File: config.mk
export PLATFORM = sky130hd
export DESIGN_NAME = ato_output_stage
export DESIGN_NICKNAME = d
export VERILOG_FILES = /design/src/inc/ato_pkg.sv /design/src/rtl/ato_output_stage.sv
export SDC_FILE = /design/constraint.sdc
export NUM_CORES = 1
export LEC_CHECK = 0
export ABC_AREA = 1
export ABC_CLOCK_PERIOD_IN_PS = 5100
export BUFFER_PORTS_ARGS = -buffer_cell sky130_fd_sc_hd__buf_4
export CAP_MARGIN = 20
export CORE_ASPECT_RATIO = 0.6
export CORE_MARGIN = 2
export CORE_UTILIZATION = 35
export DETAILED_ROUTE_END_ITERATION = 12
export MAX_ROUTING_LAYER = met4
export PLACE_DENSITY_LB_ADDON = 0.15
export SLEW_MARGIN = 20
export SYNTH_ARGS = -nofsm -noshare
export SYNTH_HDL_FRONTEND = slang
export SYNTH_SLANG_ARGS = --single-unit
File: constraint.sdc
create_clock -name pclk -period 5.1 [get_ports pclk]
set_clock_uncertainty 0.2 [all_clocks]
set_input_delay 1.02 -clock pclk [delete_from_list [all_inputs] [get_ports pclk]]
set_output_delay 1.02 -clock pclk [all_outputs]
set_load 0.05 [all_outputs]
File: src/inc/ato_pkg.sv
// Constants, register map and pin carrier for the timer output stage.
// Assumes a 32-bit APB bus with 8-bit byte addresses.
package ato_pkg;
  localparam int CNT_W = 16;
  localparam int DTG_W = 8;
  localparam int DT_W = 12;
  localparam int DT_PSC_SH = 4;
  localparam int NCH = 4;
  localparam int NCP = 3;

  // Byte offsets
  localparam logic [7:0] A_CTRL = 8'h00;
  localparam logic [7:0] A_RELOAD = 8'h04;
  localparam logic [7:0] A_CMP0 = 8'h08;
  localparam logic [7:0] A_CMP_SPAN = 8'h10;
  localparam logic [7:0] A_MODE = 8'h18;
  localparam logic [7:0] A_ENA = 8'h1C;
  localparam logic [7:0] A_OCFG = 8'h20;
  localparam logic [7:0] A_BRK = 8'h24;
  localparam logic [7:0] A_EVT = 8'h28;
  localparam logic [7:0] A_STAT = 8'h2C;
  localparam logic [7:0] A_CNT = 8'h30;

  // Control fields
  localparam int F_CEN = 0;
  localparam int F_OPM = 1;
  localparam int F_CMS = 2;
  localparam int F_SMS = 4;
  localparam int F_TS = 7;
  localparam int F_COMIE = 10;
  localparam int F_COMDE = 11;
  // Enable fields, active copy sits 16 bits higher on read
  localparam int F_CE = 0;
  localparam int F_CNE = 4;
  localparam int F_ACT = 16;
  // Output configuration fields
  localparam int F_POL = 0;
  localparam int F_NPOL = 4;
  localparam int F_OIS = 8;
  localparam int F_OISN = 12;
  localparam int F_OSSI = 15;
  // Break and dead-time fields
  localparam int F_MOE = 0;
  localparam int F_BKE = 1;
  localparam int F_BKP = 2;
  localparam int F_BKE2 = 3;
  localparam int F_BKP2 = 4;
  localparam int F_DTPSC = 5;
  localparam int F_LOCK = 6;
  localparam int F_DTG = 8;
  // Event and status fields
  localparam int F_UG = 0;
  localparam int F_COMG = 1;
  localparam int F_BG = 2;
  localparam int F_B2G = 3;
  localparam int F_COMIF = 0;
  localparam int F_BIF = 1;
  localparam int F_B2IF = 2;

  // Write masks under lock
  localparam logic [15:0] M_ALL = 16'hFFFF;
  localparam logic [15:0] M_BRK_LK = 16'h0001;
  localparam logic [15:0] M_OCFG_LK1 = 16'h007F;
  localparam logic [1:0] LOCK_OFF = 2'h0;
  localparam logic [1:0] LOCK_L1 = 2'h1;
  localparam logic [1:0] LOCK_L3 = 2'h3;

  // Reset values
  localparam logic [11:0] RST_CTRL = 12'h000;
  localparam logic [15:0] RST_RELOAD = 16'hFFFF;
  localparam logic [15:0] RST_REG = 16'h0000;

  // Counter modes and slave settings
  localparam logic [1:0] CMS_UP = 2'h0;
  localparam logic [1:0] CMS_DOWN = 2'h1;
  localparam logic [2:0] SMS_TRIG = 3'h6;
  localparam logic [2:0] TS_CH2 = 3'h6;

  // Output mode codes
  localparam logic [3:0] OM_SETM = 4'h1;
  localparam logic [3:0] OM_CLRM = 4'h2;
  localparam logic [3:0] OM_TGL = 4'h3;
  localparam logic [3:0] OM_FLO = 4'h4;
  localparam logic [3:0] OM_FHI = 4'h5;
  localparam logic [3:0] OM_PWM1 = 4'h6;
  localparam logic [3:0] OM_PWM2 = 4'h7;
  localparam logic [3:0] OM_CMB_OR = 4'hC;
  localparam logic [3:0] OM_CMB_AND = 4'hD;
  localparam logic [3:0] OM_ASY1 = 4'hE;
  localparam logic [3:0] OM_ASY2 = 4'hF;

  typedef enum logic {ATO_UP, ATO_DOWN} ato_dir_e;

  typedef struct packed {
    logic [3:0] pri;
    logic [3:0] pri_oe_n;
    logic [2:0] cmp;
    logic [2:0] cmp_oe_n;
  } ato_pins_s;
endpackage

File: src/rtl/ato_output_stage.sv
// Advanced timer output stage: counter, compare references, combined
// PWM, dead time, break, lock, commutation and one-pulse start.
// Assumes an APB master on pclk and inputs synchronous to pclk.
//
// Overview of operation
// - Combined output is AND/OR of two references
// - Pairs 1/2 and 3/4 select codes 1100/1101
// - 1101/0111 low below compare; 0110/1100 high
// - 1101 pair gives AND, 1100 pair gives OR
// - Channels 1-3 give complementary output pairs
// - Each output has its own polarity bit
// - Complement drives with main, channel, complement enables
// - Outputs rise one dead time after reference edge
// - Dead time is field times 1 or 16 clocks
// - Break disables outputs into a safe state
// - Break1 idle level after dead time; break2 inactive
// - Off-state select drives inactive or releases pins
// - Breaks and main enable off after reset
// - Break polarity selectable; software break always works
// - Three lock levels freeze protected settings
// - Mode and enables preloaded, moved on commutation
// - Commutation from software bit or trigger rise
// - Commutation sets flag, interrupt and DMA request
// - One-pulse stops counter at first update
// - Trigger mode starts counter without software
//
// Our own choices: the address map and the APB interface to the registers.
`timescale 1ns/1ps
module ato_output_stage #(
  parameter int CW = ato_pkg::CNT_W
) (
  // Clock and reset
  input wire logic pclk,
  input wire logic presetn,
  // APB slave
  input wire logic psel,
  input wire logic penable,
  input wire logic pwrite,
  input wire logic [7:0] paddr,
  input wire logic [31:0] pwdata,
  output logic [31:0] prdata,
  output logic pready,
  output logic pslverr,
  // Power stage faults and triggers
  input wire logic first_break_input,
  input wire logic second_break_input,
  input wire logic filtered_channel2_input,
  input wire logic ext_trigger_input,
  // Output pins and events
  output ato_pkg::ato_pins_s pins,
  output logic commutation_irq,
  output logic commutation_dma_req
);

  localparam int NCH = ato_pkg::NCH;
  localparam int NCP = ato_pkg::NCP;
  localparam int DTW = ato_pkg::DT_W;

  logic [11:0] ctrl_r;
  logic [11:0] ctrl_w;
  logic [11:0] ctrl_nxt;
  logic [CW-1:0] reload_r;
  logic [CW-1:0] cmp_r [NCH];
  logic [15:0] mode_p_r;
  logic [15:0] mode_a_r;
  logic [6:0] ena_p_r;
  logic [6:0] ena_a_r;
  logic [15:0] ocfg_r;
  logic [15:0] brk_r;
  logic [15:0] brk_w;
  logic [15:0] brk_nxt;
  logic [2:0] stat_r;
  logic [2:0] stat_set;
  logic [CW-1:0] cnt_r;
  logic [CW-1:0] cnt_nxt;
  ato_pkg::ato_dir_e dir_r;
  ato_pkg::ato_dir_e dir_nxt;
  logic [NCH-1:0] ref_r;
  logic [NCH-1:0] ref_nxt;
  logic [NCH-1:0] oref;
  logic trg_d_r;
  logic [DTW-1:0] bkd_r;
  logic [31:0] prdata_r;
  logic dma_r;
  ato_pkg::ato_pins_s pins_r;
  ato_pkg::ato_pins_s pins_nxt;

  // Channel reference from mode, count and compare
  function automatic logic ref_f(input logic [3:0] m,
                                 input logic [CW-1:0] c,
                                 input logic [CW-1:0] v,
                                 input logic prev);
    logic below;
    logic hit;
    below = c < v;
    hit = c == v;
    case (m)
      ato_pkg::OM_SETM: ref_f = hit | prev;
      ato_pkg::OM_CLRM: ref_f = ~hit & prev;
      ato_pkg::OM_TGL: ref_f = hit ^ prev;
      ato_pkg::OM_FLO: ref_f = 1'b0;
      ato_pkg::OM_FHI: ref_f = 1'b1;
      ato_pkg::OM_PWM1, ato_pkg::OM_CMB_OR, ato_pkg::OM_ASY1:
        ref_f = below;
      ato_pkg::OM_PWM2, ato_pkg::OM_CMB_AND, ato_pkg::OM_ASY2:
        ref_f = ~below;
      default: ref_f = prev;
    endcase
  endfunction

  // Pair combination picked by the odd channel's mode
  function automatic logic comb_f(input logic [3:0] m,
                                  input logic a,
                                  input logic b);
    case (m)
      ato_pkg::OM_CMB_OR: comb_f = a | b;
      ato_pkg::OM_CMB_AND: comb_f = a & b;
      default: comb_f = a;
    endcase
  endfunction

  // Bus decode; zero-wait slave
  logic wr;
  logic rd_setup;
  logic hit;
  logic is_cmp;
  logic [1:0] cidx;
  assign wr = psel & penable & pwrite;
  assign rd_setup = psel & ~penable & ~pwrite;
  assign hit = (paddr <= ato_pkg::A_CNT) & (paddr[1:0] == 2'h0);
  assign pready = 1'b1;
  assign pslverr = psel & penable & ~hit;
  assign is_cmp = (paddr >= ato_pkg::A_CMP0) &
    (paddr < ato_pkg::A_CMP0 + ato_pkg::A_CMP_SPAN);
  assign cidx = 2'(paddr[4:2] - 3'(ato_pkg::A_CMP0 >> 2));

  logic wr_ctrl;
  logic wr_rld;
  logic wr_mode;
  logic wr_ena;
  logic wr_ocfg;
  logic wr_brk;
  logic wr_evt;
  logic wr_stat;
  assign wr_ctrl = wr & (paddr == ato_pkg::A_CTRL);
  assign wr_rld = wr & (paddr == ato_pkg::A_RELOAD);
  assign wr_mode = wr & (paddr == ato_pkg::A_MODE);
  assign wr_ena = wr & (paddr == ato_pkg::A_ENA);
  assign wr_ocfg = wr & (paddr == ato_pkg::A_OCFG);
  assign wr_brk = wr & (paddr == ato_pkg::A_BRK);
  assign wr_evt = wr & (paddr == ato_pkg::A_EVT);
  assign wr_stat = wr & (paddr == ato_pkg::A_STAT);

  // Lock masks; level is writable only while off, then fixed until reset
  logic [1:0] lock;
  logic [15:0] brk_m;
  logic [15:0] ocfg_m;
  logic pre_wok;
  assign lock = brk_r[ato_pkg::F_LOCK +: 2];
  assign brk_m = (lock == ato_pkg::LOCK_OFF) ? ato_pkg::M_ALL :
    ato_pkg::M_BRK_LK;
  assign ocfg_m = (lock == ato_pkg::LOCK_OFF) ? ato_pkg::M_ALL :
    (lock == ato_pkg::LOCK_L1) ? ato_pkg::M_OCFG_LK1 : 16'h0000;
  assign pre_wok = lock != ato_pkg::LOCK_L3;

  // Field views
  logic cen;
  logic opm;
  logic [1:0] cms;
  logic [2:0] sms;
  logic [2:0] ts;
  logic moe;
  logic ossi;
  logic [DTW-1:0] dt_cyc;
  logic [DTW-1:0] dt_load;
  logic [NCH-1:0] pol;
  logic [NCH-1:0] ois;
  logic [NCP-1:0] npol;
  logic [NCP-1:0] oisn;
  logic [NCH-1:0] ce_a;
  logic [NCP-1:0] cne_a;
  assign cen = ctrl_r[ato_pkg::F_CEN];
  assign opm = ctrl_r[ato_pkg::F_OPM];
  assign cms = ctrl_r[ato_pkg::F_CMS +: 2];
  assign sms = ctrl_r[ato_pkg::F_SMS +: 3];
  assign ts = ctrl_r[ato_pkg::F_TS +: 3];
  assign moe = brk_r[ato_pkg::F_MOE];
  assign ossi = ocfg_r[ato_pkg::F_OSSI];
  assign pol = ocfg_r[ato_pkg::F_POL +: NCH];
  assign ois = ocfg_r[ato_pkg::F_OIS +: NCH];
  assign npol = ocfg_r[ato_pkg::F_NPOL +: NCP];
  assign oisn = ocfg_r[ato_pkg::F_OISN +: NCP];
  assign ce_a = ena_a_r[ato_pkg::F_CE +: NCH];
  assign cne_a = ena_a_r[ato_pkg::F_CNE +: NCP];
  assign dt_cyc = brk_r[ato_pkg::F_DTPSC] ?
    (DTW'(brk_r[ato_pkg::F_DTG +: ato_pkg::DTG_W]) << ato_pkg::DT_PSC_SH) :
    DTW'(brk_r[ato_pkg::F_DTG +: ato_pkg::DTG_W]);
  // Edge cycle already counts once; zero field still costs that cycle
  assign dt_load = (dt_cyc == '0) ? '0 : dt_cyc - 1'b1;

  // Events
  logic trg_sel;
  logic trg_rise;
  logic start;
  logic ug;
  logic com;
  logic bk1;
  logic bk2;
  assign trg_sel = (ts == ato_pkg::TS_CH2) ? filtered_channel2_input :
    ext_trigger_input;
  assign trg_rise = trg_sel & ~trg_d_r;
  assign start = (sms == ato_pkg::SMS_TRIG) & trg_rise;
  assign ug = wr_evt & pwdata[ato_pkg::F_UG];
  assign com = (wr_evt & pwdata[ato_pkg::F_COMG]) | trg_rise;
  assign bk1 = (brk_r[ato_pkg::F_BKE] &
    (first_break_input == brk_r[ato_pkg::F_BKP])) |
    (wr_evt & pwdata[ato_pkg::F_BG]);
  assign bk2 = (brk_r[ato_pkg::F_BKE2] &
    (second_break_input == brk_r[ato_pkg::F_BKP2])) |
    (wr_evt & pwdata[ato_pkg::F_B2G]);

  // Counter
  logic at_top;
  logic at_bot;
  logic run_upd;
  assign at_top = cnt_r == reload_r;
  assign at_bot = cnt_r == '0;
  assign run_upd = cen & ((cms == ato_pkg::CMS_UP & at_top) |
    (cms == ato_pkg::CMS_DOWN & at_bot) |
    (cms[1] & dir_r == ato_pkg::ATO_DOWN & at_bot));

  always_comb begin
    cnt_nxt = cnt_r;
    dir_nxt = dir_r;
    if (ug) begin
      cnt_nxt = (cms == ato_pkg::CMS_DOWN) ? reload_r : '0;
      dir_nxt = (cms == ato_pkg::CMS_DOWN) ? ato_pkg::ATO_DOWN :
        ato_pkg::ATO_UP;
    end else if (cen) begin
      if (cms[1]) begin
        if (dir_r == ato_pkg::ATO_UP) begin
          cnt_nxt = at_top ? cnt_r - 1'b1 : cnt_r + 1'b1;
          dir_nxt = at_top ? ato_pkg::ATO_DOWN : ato_pkg::ATO_UP;
        end else begin
          cnt_nxt = at_bot ? cnt_r + 1'b1 : cnt_r - 1'b1;
          dir_nxt = at_bot ? ato_pkg::ATO_UP : ato_pkg::ATO_DOWN;
        end
      end else if (cms == ato_pkg::CMS_DOWN) begin
        cnt_nxt = at_bot ? reload_r : cnt_r - 1'b1;
      end else begin
        cnt_nxt = at_top ? '0 : cnt_r + 1'b1;
      end
    end
  end

  // Trigger start beats a one-pulse stop in the same cycle
  assign ctrl_w = wr_ctrl ? pwdata[11:0] : ctrl_r;
  always_comb begin
    ctrl_nxt = ctrl_w;
    ctrl_nxt[ato_pkg::F_CEN] = start |
      (ctrl_w[ato_pkg::F_CEN] & ~(opm & run_upd));
  end

  // Breaks win over a software write of the main enable
  assign brk_w = wr_brk ? ((pwdata[15:0] & brk_m) | (brk_r & ~brk_m)) :
    brk_r;
  always_comb begin
    brk_nxt = brk_w;
    if (bk1 | bk2) begin
      brk_nxt[ato_pkg::F_MOE] = 1'b0;
    end
  end

  always_comb begin
    stat_set = 3'h0;
    stat_set[ato_pkg::F_COMIF] = com;
    stat_set[ato_pkg::F_BIF] = bk1;
    stat_set[ato_pkg::F_B2IF] = bk2;
  end

  // References and pair combination
  genvar gi;
  generate
    for (gi = 0; gi < NCH; gi++) begin : g_ref
      assign ref_nxt[gi] = ref_f(mode_a_r[4*gi +: 4], cnt_r, cmp_r[gi],
        ref_r[gi]);
      always_ff @(posedge pclk or negedge presetn) begin
        if (!presetn) begin
          cmp_r[gi] <= '0;
        end else if (wr & (paddr == ato_pkg::A_CMP0 + 8'(4 * gi))) begin
          cmp_r[gi] <= pwdata[CW-1:0];
        end
      end
    end
  endgenerate
  assign oref[0] = comb_f(mode_a_r[3:0], ref_r[0], ref_r[1]);
  assign oref[1] = ref_r[1];
  assign oref[2] = comb_f(mode_a_r[11:8], ref_r[2], ref_r[3]);
  assign oref[3] = ref_r[3];

  // Dead time per complementary channel
  logic [NCH-1:0] pact;
  logic [NCP-1:0] nact;
  logic [NCP-1:0] refd_r;
  logic [DTW-1:0] dtc_r [NCP];
  generate
    for (gi = 0; gi < NCP; gi++) begin : g_dt
      logic done;
      // Edge reloads the count, so short pulses never appear
      assign done = (dtc_r[gi] == '0) & (oref[gi] == refd_r[gi]);
      assign pact[gi] = cne_a[gi] ? (refd_r[gi] & done) : oref[gi];
      assign nact[gi] = ~refd_r[gi] & done;
      always_ff @(posedge pclk or negedge presetn) begin
        if (!presetn) begin
          refd_r[gi] <= 1'b0;
          dtc_r[gi] <= '0;
        end else begin
          refd_r[gi] <= oref[gi];
          dtc_r[gi] <= (oref[gi] != refd_r[gi]) ? dt_load :
            (dtc_r[gi] != '0) ? dtc_r[gi] - 1'b1 : dtc_r[gi];
        end
      end
    end
  endgenerate
  assign pact[3] = oref[3];

  // Output pins
  logic off_inact;
  assign off_inact = stat_r[ato_pkg::F_B2IF] | bk2 | (bkd_r != '0);
  assign pins_nxt.pri = moe ? (pact ^ pol) :
    (off_inact ? pol : ois);
  assign pins_nxt.pri_oe_n = moe ? ~ce_a : {NCH{~ossi}};
  assign pins_nxt.cmp = moe ? (nact ^ npol) :
    (off_inact ? npol : oisn);
  assign pins_nxt.cmp_oe_n = moe ? ~(ce_a[NCP-1:0] & cne_a) :
    {NCP{~ossi}};

  // Preload moves at once while no complement is in use
  logic xfer;
  assign xfer = com | ~(|cne_a);

  // Read data
  logic [31:0] rd_val;
  assign rd_val =
    (paddr == ato_pkg::A_CTRL) ? 32'(ctrl_r) :
    (paddr == ato_pkg::A_RELOAD) ? 32'(reload_r) :
    is_cmp ? 32'(cmp_r[cidx]) :
    (paddr == ato_pkg::A_MODE) ? {mode_a_r, mode_p_r} :
    (paddr == ato_pkg::A_ENA) ?
      32'({ena_a_r, 9'h000, ena_p_r}) :
    (paddr == ato_pkg::A_OCFG) ? 32'(ocfg_r) :
    (paddr == ato_pkg::A_BRK) ? 32'(brk_r) :
    (paddr == ato_pkg::A_STAT) ? 32'(stat_r) :
    (paddr == ato_pkg::A_CNT) ? 32'(cnt_r) : 32'h0000_0000;

  always_ff @(posedge pclk or negedge presetn) begin
    if (!presetn) begin
      ctrl_r <= ato_pkg::RST_CTRL;
      reload_r <= CW'(ato_pkg::RST_RELOAD);
      brk_r <= ato_pkg::RST_REG;
      ocfg_r <= ato_pkg::RST_REG;
      stat_r <= 3'h0;
      cnt_r <= '0;
      dir_r <= ato_pkg::ATO_UP;
      ref_r <= '0;
      trg_d_r <= 1'b0;
      bkd_r <= '0;
    end else begin
      ctrl_r <= ctrl_nxt;
      reload_r <= wr_rld ? pwdata[CW-1:0] : reload_r;
      brk_r <= brk_nxt;
      ocfg_r <= wr_ocfg ? ((pwdata[15:0] & ocfg_m) | (ocfg_r & ~ocfg_m)) :
        ocfg_r;
      // Hardware set wins over write-one-to-clear
      stat_r <= (stat_r & ~(wr_stat ? pwdata[2:0] : 3'h0)) | stat_set;
      cnt_r <= cnt_nxt;
      dir_r <= dir_nxt;
      ref_r <= ref_nxt;
      trg_d_r <= trg_sel;
      bkd_r <= bk1 ? dt_cyc : (bkd_r != '0) ? bkd_r - 1'b1 : bkd_r;
    end
  end

  always_ff @(posedge pclk or negedge presetn) begin
    if (!presetn) begin
      mode_p_r <= ato_pkg::RST_REG;
      mode_a_r <= ato_pkg::RST_REG;
      ena_p_r <= 7'h00;
      ena_a_r <= 7'h00;
    end else begin
      if (wr_mode & pre_wok) begin
        mode_p_r <= pwdata[15:0];
      end
      if (wr_ena & pre_wok) begin
        ena_p_r <= pwdata[6:0];
      end
      if (xfer) begin
        mode_a_r <= mode_p_r;
        ena_a_r <= ena_p_r;
      end
    end
  end

  always_ff @(posedge pclk or negedge presetn) begin
    if (!presetn) begin
      prdata_r <= 32'h0000_0000;
      pins_r <= '{pri: 4'h0, pri_oe_n: 4'hF, cmp: 3'h0, cmp_oe_n: 3'h7};
      dma_r <= 1'b0;
    end else begin
      prdata_r <= rd_setup ? rd_val : prdata_r;
      pins_r <= pins_nxt;
      dma_r <= com & ctrl_r[ato_pkg::F_COMDE];
    end
  end

  assign prdata = prdata_r;
  assign pins = pins_r;
  assign commutation_irq = stat_r[ato_pkg::F_COMIF] &
    ctrl_r[ato_pkg::F_COMIE];
  assign commutation_dma_req = dma_r;

endmodule
==> results.md <==
- The reported max-cap violation count is 0.
- Setup repair after global routing left no endpoint under its margin.
- The number of instances resized during post-cts repair is 0.
- The die covers 51,500 um^2.
- At the worst endpoint, the arrival time is 3750 ps.
- The share of layout cells above drive strength 1 is 0.112.
- CTS built an H-tree with a depth of 1.
- Hold is met by 224 ps.
- The clock-pin transition on the worst setup and hold timing paths is 70 ps.
- The number of failing hold endpoints at the final stage came to 0.
- The overall routing resource usage is 0.253.
- The number of gates on the worst path with buffers counted is 13.
- The number of global-route vias before repair is 14,905.
- The core area is 49,200 um^2.
- The routability congestion estimate is 1.01.
- The path class of the tightest hold or removal check is input port to async pin.
- Excluding fillers, the count of instances in the completed layout stands at 2,982.
- For met3 alone, demand over resource in global routing was 0.0701.
- The first routing iteration left 1,595 violations.
- Once detail routing completed, the nets flagged for antenna violations numbered 0.
- No sink is reached through more buffers than the 3 on the longest clock path.
- Adding up every negative setup slack in the final design gives 0 ps.
- On the critical path the largest part of the delay comes from simple AND/OR/NAND/NOR gates.
- Of the available clock period, the critical path in the final layout requires 0.675.
- The worst setup path is captured at a flop.
- The final layout contains 2,439 nets.
- At the later pin of the worst-skew pair, clock insertion delay measures 610 ps.
- The global-route met1 utilization is 0.390.
- The number of buffer cells added on primary ports is 81.
- The mean instance size in the synthesized netlist is 7.74 um^2.
- The routed wire length is 63,200 um.
- The delay of the slowest cell on the worst path is 930 ps.
- The smallest clock period supported by the final layout is computed as 3440 ps.
- The startpoint type of the worst setup path is a flop.
- Counting stages on the worst path, the most repeated cell is sky130_fd_sc_hd__nand2_1.
- Once placement completed, the tool counted placed cells totaling 2,923.
- The global routing met2 resource utilization is 0.319.
- The routed via count divided by cell count is 5.35.
- The clock tree from TritonCTS is built.
- Measured in cells, the most critical reg-to-reg path has a length of 13.
- The first global-routing pass estimated 94,800 um of wire.
- The number of storage elements in the synthesis netlist is 293.
- Summing every instance area after synthesis gives 17,400 um^2.
- The total via count after detailed routing is 15,962.
- TritonCTS created 31 clock buffers.
- The highest-delay cell along the critical path is sky130_fd_sc_hd__nor3_1.
- The flow ran to the end, and the final reports show no timing, DRC or antenna violations.
- The vertical extent of the die is 177 um.
- OpenSTA, run right after detailed placement, puts the worst setup slack at 1360 ps.
- For the pin with the worst max-slew slack, the measured transition is 1200 ps.
- The CTS sink count is 293.
- The number of pins exceeding their max-slew limit in the final report is 0.
- The initialized floorplan defines 63 standard-cell rows.
- Setup violations remaining at the end of the flow were counted as 0.
- The worst supply voltage drop on vdd is 270 uV.
- Traced cell by cell, the critical path runs through ha_1, nand2_1, inv_1, nand3_1, nor3_1, nand2_1, ha_1, nand3_1, nand2_1, inv_1, nand4_1, nand2_1, nand2_1.
- The synthesized netlist net count is 2,379.
- The number of post-CTS setup repair buffers is 0.
- The share of the Yosys chip area taken by registers is 0.424.
- The Yosys step of the flow raised 0 warnings.
- The number of different library cells used by synthesis comes to 58.
- Before antenna repair, the detailed router went through 5 iterations.
- In the routed design, unresolved DRC markers number 0.
- The post-layout worst setup margin is 1660 ps.
- The maximum achievable frequency is 290 MHz.
- The starting density of the core is 0.353.
- The per-cell routed wire length is 21.2 um.
- From synthesis to final layout, the design area changed by 13.1%.
- The number of ports placed on the die boundary is 99.
- The leakage power figure is 8.95 nW.
- From left edge to right edge, the die measures 292 um.
- The number of buffers inserted for hold repair after clock tree synthesis is 0.
- For this run the aggregate overflow at the end of global routing stands at 0.
- The power density over the cells is 384 nW/um^2.
- The layer carrying the most global-route usage is met1.
- The category of the most critical setup path is flop to flop.
- The worst-path maximum fanout is 10.
- The buffer cell driving the clock tree root is sky130_fd_sc_hd__clkbuf_16.
- The initial antenna violation count was 2.
- Entering global routing, the biggest net connects 96 pins.
- At the worst endpoint, the required time is 5410 ps.
- The critical path buffer and inverter count is 2.
- The HPWL reported at the end of detailed placement is 47,900 um.
- The worst relative slew slack is 0.194.
- After technology mapping, the gate count stands at 2,246.
[through the flow]
step / instance area [um^2] / utilization / power (mW)
final: 19700 / 0.399 / 7.55
after global routing: 19600 / 0.399 / 8.01
after CTS: 19600 / 0.399 / 7.56
after detailed placement: 18600 / 0.377 / 5.10
after global placement: 18600 / 0.377 / 5.04
after floorplan: 17400 / - / 4.41
[routing by layer]
| metal | up-vias | routed length (um) |
|---|---|---|
| li1 | 7535 | - |
| met1 | 7709 | 32000 |
| met2 | 633 | 23400 |
| met3 | 85 | 6540 |
| met4 | 0 | 1350 |
| met5 | - | 0 |
[cells by family after synthesis]
logic type / count (synthesis) / share of synthesized area
and+or+nand+nor: 965 / 0.241
AOI/OAI and AO/OA: 485 / 0.156
buffers and inverters: 347 / 0.0824
DFF: 293 / 0.424
adders and majority gates: 84 / 0.0605
xor gates and xnor gates: 69 / 0.0348
muxes: 2 / 0.00122
other: 1 / 0.000216
[worst register-to-register path: stages (launching register included)]
cell	delay, ps
sky130_fd_sc_hd__dfrtp_1	560
sky130_fd_sc_hd__ha_1	380
sky130_fd_sc_hd__nand2_1	50
sky130_fd_sc_hd__inv_1	60
sky130_fd_sc_hd__nand3_1	110
sky130_fd_sc_hd__nor3_1	930
sky130_fd_sc_hd__nand2_1	310
sky130_fd_sc_hd__ha_1	380
sky130_fd_sc_hd__nand3_1	80
sky130_fd_sc_hd__nand2_1	50
sky130_fd_sc_hd__inv_1	40
sky130_fd_sc_hd__nand4_1	90
sky130_fd_sc_hd__nand2_1	70
sky130_fd_sc_hd__nand2_1	40
[layout by cell type, fill, tap and decap left out, drive strengths merged, types with 4 or more instances in the layout]
cell     Yosys  layout
nor3        46      46
ha          84      84
nand3      111     111
nor4         5       5
o21ai      265     265
or2         12      12
a21oi      122     122
nand2      583     583
o31ai       10      10
buf         34      94
o221ai       9       9
nand4       36      36
dfrtp      270     270
a221oi       7       7
nor2       170     170
o211ai       8       8
o22ai       35      35
o2111ai      8       8
inv        274     276
clkbuf      33      47
o21bai       7       7
dfstp       23      23
xor2        54      54
xnor2       15      15
clkinv       6      11
a211oi       4       4
[power breakdown]
group | leakage, nW | switching (mW) | internal, mW | total, mW
combinational | 4.56 | 1.31 | 0.791 | 2.10
clock | 0.537 | 1.02 | 1.42 | 2.44
sequential | 3.85 | 0.448 | 2.57 | 3.02
total | 8.95 | 2.78 | 4.77 | 7.55
[cell type report]
type                            count  area (um^2)
Antenna cell                        2         5.00
Clock buffer                       47          936
Clock inverter                     10          144
Fill cell                        5077        29500
Inverter                          280         1060
Multi-Input combinational cell   1606         8600
Sequential cell                   293         7360
Tap cell                          650          813
Timing Repair Buffer               94          738
[synthesized netlist by cell type, drive strengths merged]
master     n  area [um^2]
nand2    583         2250
inv      274         1030
dfrtp    270         6760
o21ai    265         1330
nor2     170          713
a21oi    122          637
nand3    111          571
ha        84         1050
xor2      54          473
nor3      46          262
nand4     36          253
o22ai     35          219
buf       34          251
clkbuf    33          124
dfstp     23          604
xnor2     15          131
or2       12         77.6
o31ai     10         88.8
o221ai     9         78.8
o2111ai    8         70.1
o211ai     8         60.1
a221oi     7         61.3
o21bai     7         52.6
clkinv     6         25.0
nor4       5         46.3
a211oi     4         30.0
a22o       3         26.3
a22oi      3         32.5
a31oi      2         12.5
o21a       2         15.0
conb       1         3.75
mux2       1         11.3
mux2i      1         10.0
nor4b      1         8.76
or4        1         7.51
[worst paths after layout]
check                            end       from  slack [ps]
min reg2reg                ctrl_r[7]  ctrl_r[7]         290
max in group asynchronous   cmp_r[1]    presetn        3380
min                        cmp_r[26]    presetn         220
min in group pclk          ctrl_r[7]  ctrl_r[7]         290
max reg2reg                 ref_r[3]  cnt_r[14]        1660
max                         ref_r[3]  cnt_r[14]        1660
No activity file was read; power rests on OpenSTA's default activity.
